## config.mk

```make
export PLATFORM = sky130hd
export DESIGN_NAME = lpi_regs
export DESIGN_NICKNAME = d
export VERILOG_FILES = /design/src/verilog/lpi_pkg.sv /design/src/verilog/lpi_regs.sv
export SDC_FILE = /design/constraint.sdc
export NUM_CORES = 1
export LEC_CHECK = 0
export ABC_AREA = 1
export BUFFER_PORTS_ARGS = -buffer_cell sky130_fd_sc_hd__buf_2
export CAP_MARGIN = 0
export CORE_MARGIN = 5
export CORE_UTILIZATION = 40
export DETAILED_ROUTE_END_ITERATION = 7
export GPL_ROUTABILITY_DRIVEN = 0
export PLACE_DENSITY = 0.59
export SYNTH_ARGS = -nofsm -noshare
export SYNTH_HDL_FRONTEND = slang
export SYNTH_SLANG_ARGS = --single-unit
export TNS_END_PERCENT = 30
```

## constraint.sdc

```tcl
create_clock -name i_clk -period 2.45 [get_ports i_clk]
set_input_delay 0.49 -clock i_clk [delete_from_list [all_inputs] [get_ports i_clk]]
set_output_delay 0.49 -clock i_clk [all_outputs]
set_load 0.02 [all_outputs]
```

## src/verilog/lpi_pkg.sv

```systemverilog
// Package with register map, field layout and types of the interrupt bank.
// How it works
// - Status bit 7 shows a pending near event.
// - Bits 6:5 pick 1, 2, 4 or 8 consecutive near events before the pin.
// - Bits 2:1 pick 1, 2, 4 or 8 consecutive light events before the pin.
// - Status bit 3 shows a pending light event.
// - Bit 0 set means pin needs both events; clear means either one.
// - Bit 4 is set when the supply was interrupted.
// - A brownout sets only its status bit, never the pin.
// - Writing 0 to bit 4 clears the brownout alarm.
// - Near low limit at 0x05 resets 0x00, high limit at 0x06 resets 0xff.
// - Light 12-bit limits packed over 0x07, 0x08 and 0x09.
// - Shared light limit byte resets 0x0f, high lower byte resets 0xff.
// - Register 0x0a holds the latest near result.
// - Light result low byte at 0x0c, upper nibble right-justified at 0x0b.
// - Bits 7:1 of 0x0d hold the ambient infrared level.
// - Bit 0 of 0x0d shows the washout condition.
// - Writing 0x38 to 0x0e starts a software reset.
// - Light flag sets when the result lies outside the limits.
// - Near flag sets above high limit, clears below low limit or on write 0.
// - Pin goes low only after the chosen count; each source counts alone.
`default_nettype none
package lpi_pkg;

	// ************************************************************
	// Register offsets
	// ************************************************************
	localparam logic [7:0] LPI_ADDR_INT_CFG = 8'h04;
	localparam logic [7:0] LPI_ADDR_NEAR_LO = 8'h05;
	localparam logic [7:0] LPI_ADDR_NEAR_HI = 8'h06;
	localparam logic [7:0] LPI_ADDR_LIGHT_LO_UP = 8'h07;
	localparam logic [7:0] LPI_ADDR_LIGHT_SHARED = 8'h08;
	localparam logic [7:0] LPI_ADDR_LIGHT_HI_LOW = 8'h09;
	localparam logic [7:0] LPI_ADDR_NEAR_RESULT = 8'h0a;
	localparam logic [7:0] LPI_ADDR_LIGHT_RES_HI = 8'h0b;
	localparam logic [7:0] LPI_ADDR_LIGHT_RES_LO = 8'h0c;
	localparam logic [7:0] LPI_ADDR_AMBIENT_IR = 8'h0d;
	localparam logic [7:0] LPI_ADDR_SOFT_RESET = 8'h0e;

	// ************************************************************
	// Field positions and values
	// ************************************************************
	localparam int LPI_BIT_NEAR_FLAG = 7;
	localparam int LPI_BIT_NEAR_PRST_HI = 6;
	localparam int LPI_BIT_NEAR_PRST_LO = 5;
	localparam int LPI_BIT_BROWNOUT = 4;
	localparam int LPI_BIT_LIGHT_FLAG = 3;
	localparam int LPI_BIT_LIGHT_PRST_HI = 2;
	localparam int LPI_BIT_LIGHT_PRST_LO = 1;
	localparam int LPI_BIT_AND_MODE = 0;
	localparam logic [7:0] LPI_SOFT_RESET_CODE = 8'h38;

	// ************************************************************
	// Reset values
	// ************************************************************
	localparam logic [7:0] LPI_RST_INT_CFG = 8'h10;
	localparam logic [7:0] LPI_RST_NEAR_LO = 8'h00;
	localparam logic [7:0] LPI_RST_NEAR_HI = 8'hff;
	localparam logic [7:0] LPI_RST_LIGHT_LO_UP = 8'h00;
	localparam logic [7:0] LPI_RST_LIGHT_SHARED = 8'h0f;
	localparam logic [7:0] LPI_RST_LIGHT_HI_LOW = 8'hff;
	localparam logic [7:0] LPI_RST_SOFT_RESET = 8'h00;

	// ************************************************************
	// Carriers
	// ************************************************************
	typedef struct packed {
		logic wr;
		logic rd;
		logic [7:0] addr;
		logic [7:0] wdata;
	} lpi_bus_req_t;

	typedef struct packed {
		logic near_valid;
		logic [7:0] near_value;
		logic [6:0] ambient_ir;
		logic washout;
		logic light_valid;
		logic [11:0] light_value;
	} lpi_meas_t;

endpackage
`default_nettype wire

```

## src/verilog/lpi_regs.sv

```systemverilog
// Interrupt configuration, limit and result registers of the sensor.
`timescale 1ns/1ns
`default_nettype none
module lpi_regs
	import lpi_pkg::*;
(
	input wire logic i_clk,
	input wire logic i_reset_n,
	input wire lpi_bus_req_t i_req,
	input wire lpi_meas_t i_meas,
	input wire logic i_brownout,
	output logic [7:0] o_rdata,
	output logic o_int_n
);

	// ************************************************************
	// Register state
	// ************************************************************
	logic near_flag_reg;
	logic light_flag_reg;
	logic brownout_reg;
	logic [1:0] near_prst_reg;
	logic [1:0] light_prst_reg;
	logic and_mode_reg;
	logic [7:0] near_low_limit_reg;
	logic [7:0] near_high_limit_reg;
	logic [7:0] light_low_limit_upper_reg;
	logic [7:0] light_limits_shared_reg;
	logic [7:0] light_high_limit_lower_reg;
	logic [7:0] near_result_reg;
	logic [11:0] light_result_reg;
	logic [7:0] ambient_infrared_status_reg;
	logic [3:0] near_count_reg;
	logic [3:0] light_count_reg;
	logic near_pin_reg;
	logic light_pin_reg;
	logic [7:0] rdata_reg;
	logic soft_reset;
	logic wr_cfg;
	logic [11:0] light_low;
	logic [11:0] light_high;
	logic light_out;
	logic near_above;
	logic near_below;
	logic near_next;
	logic [3:0] near_need;
	logic [3:0] light_need;
	logic [7:0] int_cfg_view;
	logic near_clr;
	logic light_clr;

	assign wr_cfg = i_req.wr && (i_req.addr == LPI_ADDR_INT_CFG);
	// A host clear releases the pin at once instead of one cycle later.
	assign near_clr = wr_cfg && !i_req.wdata[LPI_BIT_NEAR_FLAG];
	assign light_clr = wr_cfg && !i_req.wdata[LPI_BIT_LIGHT_FLAG];
	// The reset command acts in the same cycle so the register never holds
	// the code; it therefore always reads back as zero.
	assign soft_reset = i_req.wr && (i_req.addr == LPI_ADDR_SOFT_RESET)
		&& (i_req.wdata == LPI_SOFT_RESET_CODE);

	assign light_low = {light_low_limit_upper_reg,
		light_limits_shared_reg[7:4]};
	assign light_high = {light_limits_shared_reg[3:0],
		light_high_limit_lower_reg};

	// ************************************************************
	// Comparators and persistence
	// ************************************************************
	assign light_out = (i_meas.light_value < light_low)
		|| (i_meas.light_value > light_high);
	assign near_above = i_meas.near_value > near_high_limit_reg;
	assign near_below = i_meas.near_value < near_low_limit_reg;
	assign near_next = near_above || (near_flag_reg && !near_below);

	always_comb
	begin
		case (near_prst_reg)
			2'h0: near_need = 4'h1;
			2'h1: near_need = 4'h2;
			2'h2: near_need = 4'h4;
			default: near_need = 4'h8;
		endcase
		case (light_prst_reg)
			2'h0: light_need = 4'h1;
			2'h1: light_need = 4'h2;
			2'h2: light_need = 4'h4;
			default: light_need = 4'h8;
		endcase
	end

	// ************************************************************
	// Interrupt configuration and status
	// ************************************************************
	always_ff @(posedge i_clk or negedge i_reset_n)
	begin
		if (!i_reset_n)
		begin
			near_prst_reg <= LPI_RST_INT_CFG[6:5];
			light_prst_reg <= LPI_RST_INT_CFG[2:1];
			and_mode_reg <= LPI_RST_INT_CFG[0];
		end
		else if (soft_reset)
		begin
			near_prst_reg <= LPI_RST_INT_CFG[6:5];
			light_prst_reg <= LPI_RST_INT_CFG[2:1];
			and_mode_reg <= LPI_RST_INT_CFG[0];
		end
		else if (wr_cfg)
		begin
			near_prst_reg <=
				i_req.wdata[LPI_BIT_NEAR_PRST_HI:LPI_BIT_NEAR_PRST_LO];
			light_prst_reg <=
				i_req.wdata[LPI_BIT_LIGHT_PRST_HI:LPI_BIT_LIGHT_PRST_LO];
			and_mode_reg <= i_req.wdata[LPI_BIT_AND_MODE];
		end
	end

	// Hardware setting wins over a clearing write in the same cycle.
	always_ff @(posedge i_clk or negedge i_reset_n)
	begin
		if (!i_reset_n)
		begin
			brownout_reg <= LPI_RST_INT_CFG[4];
			near_flag_reg <= 1'b0;
			light_flag_reg <= 1'b0;
		end
		else
		begin
			if (i_brownout)
				brownout_reg <= 1'b1;
			else if (wr_cfg && !i_req.wdata[LPI_BIT_BROWNOUT])
				brownout_reg <= 1'b0;
			if (soft_reset)
				near_flag_reg <= 1'b0;
			else if (i_meas.near_valid && near_above)
				near_flag_reg <= 1'b1;
			else if (i_meas.near_valid && near_below)
				near_flag_reg <= 1'b0;
			else if (wr_cfg && !i_req.wdata[LPI_BIT_NEAR_FLAG])
				near_flag_reg <= 1'b0;
			if (soft_reset)
				light_flag_reg <= 1'b0;
			else if (i_meas.light_valid && light_out)
				light_flag_reg <= 1'b1;
			else if (wr_cfg && !i_req.wdata[LPI_BIT_LIGHT_FLAG])
				light_flag_reg <= 1'b0;
		end
	end

	// Counters saturate at the needed count so a long run keeps the pin low.
	always_ff @(posedge i_clk or negedge i_reset_n)
	begin
		if (!i_reset_n)
		begin
			near_count_reg <= 4'h0;
			light_count_reg <= 4'h0;
			near_pin_reg <= 1'b0;
			light_pin_reg <= 1'b0;
		end
		else if (soft_reset)
		begin
			near_count_reg <= 4'h0;
			light_count_reg <= 4'h0;
			near_pin_reg <= 1'b0;
			light_pin_reg <= 1'b0;
		end
		else
		begin
			if (i_meas.near_valid)
			begin
				if (!near_next)
				begin
					near_count_reg <= 4'h0;
					near_pin_reg <= 1'b0;
				end
				else if (near_count_reg + 4'h1 >= near_need)
				begin
					near_count_reg <= near_need;
					near_pin_reg <= 1'b1;
				end
				else
					near_count_reg <= near_count_reg + 4'h1;
			end
			else if (!near_flag_reg || near_clr)
				near_pin_reg <= 1'b0;
			if (i_meas.light_valid)
			begin
				if (!light_out)
				begin
					light_count_reg <= 4'h0;
					light_pin_reg <= 1'b0;
				end
				else if (light_count_reg + 4'h1 >= light_need)
				begin
					light_count_reg <= light_need;
					light_pin_reg <= 1'b1;
				end
				else
					light_count_reg <= light_count_reg + 4'h1;
			end
			else if (!light_flag_reg || light_clr)
				light_pin_reg <= 1'b0;
		end
	end

	// The brownout alarm takes no part in the pin.
	assign o_int_n = and_mode_reg ? !(near_pin_reg && light_pin_reg)
		: !(near_pin_reg || light_pin_reg);

	// ************************************************************
	// Limit registers
	// ************************************************************
	always_ff @(posedge i_clk or negedge i_reset_n)
	begin
		if (!i_reset_n)
		begin
			near_low_limit_reg <= LPI_RST_NEAR_LO;
			near_high_limit_reg <= LPI_RST_NEAR_HI;
			light_low_limit_upper_reg <= LPI_RST_LIGHT_LO_UP;
			light_limits_shared_reg <= LPI_RST_LIGHT_SHARED;
			light_high_limit_lower_reg <= LPI_RST_LIGHT_HI_LOW;
		end
		else if (soft_reset)
		begin
			near_low_limit_reg <= LPI_RST_NEAR_LO;
			near_high_limit_reg <= LPI_RST_NEAR_HI;
			light_low_limit_upper_reg <= LPI_RST_LIGHT_LO_UP;
			light_limits_shared_reg <= LPI_RST_LIGHT_SHARED;
			light_high_limit_lower_reg <= LPI_RST_LIGHT_HI_LOW;
		end
		else if (i_req.wr)
		begin
			if (i_req.addr == LPI_ADDR_NEAR_LO)
				near_low_limit_reg <= i_req.wdata;
			else if (i_req.addr == LPI_ADDR_NEAR_HI)
				near_high_limit_reg <= i_req.wdata;
			else if (i_req.addr == LPI_ADDR_LIGHT_LO_UP)
				light_low_limit_upper_reg <= i_req.wdata;
			else if (i_req.addr == LPI_ADDR_LIGHT_SHARED)
				light_limits_shared_reg <= i_req.wdata;
			else if (i_req.addr == LPI_ADDR_LIGHT_HI_LOW)
				light_high_limit_lower_reg <= i_req.wdata;
		end
	end

	// ************************************************************
	// Result registers
	// ************************************************************
	always_ff @(posedge i_clk or negedge i_reset_n)
	begin
		if (!i_reset_n)
		begin
			near_result_reg <= 8'h00;
			ambient_infrared_status_reg <= 8'h00;
			light_result_reg <= 12'h000;
		end
		else
		begin
			if (i_meas.near_valid)
			begin
				near_result_reg <= i_meas.near_value;
				ambient_infrared_status_reg <=
					{i_meas.ambient_ir, i_meas.washout};
			end
			if (i_meas.light_valid)
				light_result_reg <= i_meas.light_value;
		end
	end

	// ************************************************************
	// Read port
	// ************************************************************
	assign int_cfg_view = {near_flag_reg, near_prst_reg, brownout_reg,
		light_flag_reg, light_prst_reg, and_mode_reg};

	always_ff @(posedge i_clk or negedge i_reset_n)
	begin
		if (!i_reset_n)
			rdata_reg <= 8'h00;
		else if (i_req.rd)
		begin
			if (i_req.addr == LPI_ADDR_INT_CFG)
				rdata_reg <= int_cfg_view;
			else if (i_req.addr == LPI_ADDR_NEAR_LO)
				rdata_reg <= near_low_limit_reg;
			else if (i_req.addr == LPI_ADDR_NEAR_HI)
				rdata_reg <= near_high_limit_reg;
			else if (i_req.addr == LPI_ADDR_LIGHT_LO_UP)
				rdata_reg <= light_low_limit_upper_reg;
			else if (i_req.addr == LPI_ADDR_LIGHT_SHARED)
				rdata_reg <= light_limits_shared_reg;
			else if (i_req.addr == LPI_ADDR_LIGHT_HI_LOW)
				rdata_reg <= light_high_limit_lower_reg;
			else if (i_req.addr == LPI_ADDR_NEAR_RESULT)
				rdata_reg <= near_result_reg;
			else if (i_req.addr == LPI_ADDR_LIGHT_RES_HI)
				rdata_reg <= {4'h0, light_result_reg[11:8]};
			else if (i_req.addr == LPI_ADDR_LIGHT_RES_LO)
				rdata_reg <= light_result_reg[7:0];
			else if (i_req.addr == LPI_ADDR_AMBIENT_IR)
				rdata_reg <= ambient_infrared_status_reg;
			else if (i_req.addr == LPI_ADDR_SOFT_RESET)
				rdata_reg <= LPI_RST_SOFT_RESET;
			else
				rdata_reg <= 8'h00;
		end
	end

	assign o_rdata = rdata_reg;

endmodule
`default_nettype wire

```

==> flow_summary.toml <==
[status]
status = "finished clean"

[sta]
hold_ws_ns = 0.00945
fmax_mhz = 468
worstMarginPinSlew_ns = 0.658
hold_violations = 0
slew_violations = 0
fin_crit_sh = 0.872
finalSetupViolations = 0
setup_tns_ns = 0
setup_ws_ns = 0.313
min_period_ns = 2.14
slew_headroom = 0.562
grt_setup_unrepaired = "false"
skew_ns = 0.00465

[synthesis]
synthesis.area_um2 = 5840
synthFlopType = "dfrtp_1"
syn_nets = 856
yosysWarnings = 0
syn_inst = 757
ys_seq_elements = 94
ys_seq_area_frac = 0.407
syn_area_per_cell_um2 = 7.71
ys_types = 38
async_flop_share = 1.00
synth_edf_count = 0

[finish]
fin_area_um2 = 6640
n_antenna_cell = 0
layout_commonest_cell = "nand2_1"
synthToLayoutAreaGrowth_pct = 13.7
final_cell_mix = "nand2_1 (231), inv_1 (87), dfrtp_1 (73)"
layout-drive-gt1-share = 0.178
final_nets = 921
num-fill-cells = 1485
largest_reg_flops = 12
utilization = 0.460

[clock_tree]
worstSkewPairLatency_ns = 0.35
cts_sinks = 94
cts_buffers = 9
clkTransAtPathRegs_ns = 0.06
ctsHoldBuffers = 0
ctsResizeCount = 0
clockBufferDepth = 2
postCtsSetupBuffers = 0
cts_tree = "yes"
cts-root-buf = "clkbuf_16"
h-tree-depth = 3

[job]
drv_cap = 0

[detailed_routing]
wl_met3_um = 1120
met1_length_um = 8220
wire_per_inst_um = 16.9
first_iter_violations = 365
ant_nets = 0
top_layer = "met4"
post-route-drc-count = 0
routed_wl_um = 17000
drt-pass1-iter-count = 5
wl_met2_um = 7210
vias_per_cell = 5.08
vias = 5135

[floorplanning]
boundaryPins = 60
num_rows = 44
die_w_um = 131
coreArea_um2 = 14400
dieHeight_um = 131
initial_core_util = 0.405
die-area_um2 = 17100

[power_and_ir_drop]
leakage_nw = 3.24
vdd_drop_max_uv = 525
cellPowerDensity_nw_per_um2 = 645

[worst_setup_path]
crit_buf_inv = 1
cpMostUsedCell = "nand2_1"
worst_ep_arrival_time_ns = 2.40
cpLargestDelayFamily = "simple AND/OR/NAND/NOR gates"
slowest_delay_ns = 0.59
crit_chain = "inv_1 -> ha_1 -> nand2_1 -> nor3_1 -> nand2_1 -> nand3_1 -> nand2_1 -> nand2_1 -> nand3_1 -> o21ai_0"
cp-start-kind = "flip-flop"
end_kind = "flip-flop"
worst_path_max_delay_cell = "dfstp_2"
critPathMaxFanout = 6
crit_required_ns = 2.71
worstSetupPathType = "reg2reg"

[global_route]
first_global_vias = 5064
grt_max_degree = 50
track_usage = 0.209
grt_pass1_wl_um = 27400
grt_antenna_before_repair = 0
grt_overflow = 0

[placement]
dp_slack_ns = 0.340
dpl-instance-area_um2 = 6350
portBuffers = 59
dp_hpwl_um = 13600

[min_path]
hp-class = "in2async"
area by class of cell:
class | instances | area (um^2) | area share
multi-input combinational | 557 | 3020 | 0.454
sequential | 94 | 2380 | 0.358
timing repair buffer | 69 | 385 | 0.0581
inverter | 91 | 344 | 0.0519
tap | 184 | 230 | 0.0347
clock buffer | 16 | 282 | 0.0424
cells in the mapped netlist, drive strengths merged (3+ instances only):
cell type	number	area, um^2
inv	90	340
nand3	46	243
clkbuf	9	33.8
ha	48	601
a21oi	45	236
o21bai	3	22.5
nor3	6	46.3
xor2	3	26.3
dfrtp	73	1830
nand2	238	911
nand4	18	113
dfstp	21	552
nor2	56	230
or2	5	31.3
buf	6	66.3
o21ai	80	490
through the flow:
stage          power [mW]  cells
2_1_floorplan        2.58    757
3_3_place_gp         2.92    995
3_5_place_dp         2.95    995
4_1_cts              4.31   1011
5_1_grt              4.58   1011
6_report             4.28   1011
report_power, final:
| part | total [mW] | switching, mW | internal (mW) | leakage, nW |
|---|---|---|---|---|
| sequential | 1.86 | 0.139 | 1.72 | 1.15 |
| combinational | 1.06 | 0.643 | 0.414 | 1.95 |
| clock | 1.36 | 0.584 | 0.774 | 0.137 |
| total | 4.28 | 1.37 | 2.91 | 3.24 |
logic make-up after synthesis:
| family | count (synthesis) | share of synthesized area |
|---|---|---|
| simple gates | 371 | 0.272 |
| fa+ha+maj | 48 | 0.103 |
| buf+inv | 106 | 0.0761 |
| xor+xnor | 4 | 0.00600 |
| compound gates | 134 | 0.136 |
| flops | 94 | 0.407 |
metal layers:
metal / GRT usage / vias up
li1: - / 2603
met3: 0.0337 / 34
met1: 0.308 / 2349
met4: 0.0829 / 0
met2: 0.307 / 149
met5: 0 / -
path summary, 6_finish.rpt:
kind / startpoint / end / slack, ns / cells after the start
max reg2reg: light_limits_shared_reg[3] / light_count_reg[0] / 0.31 / 10
min reg2reg: light_result_reg[4] / light_result_reg[4] / 0.47 / 2
min: i_reset_n / ambient_infrared_status_reg[3] / 0.009 / 1
max: light_limits_shared_reg[3] / light_count_reg[0] / 0.31 / 10
min in group i_clk: i_brownout / brownout_reg / 0.33 / 2
max in group asynchronous: i_reset_n / near_high_limit_reg[5] / 1.73 / 2
Power figures use the tool's default switching activity.
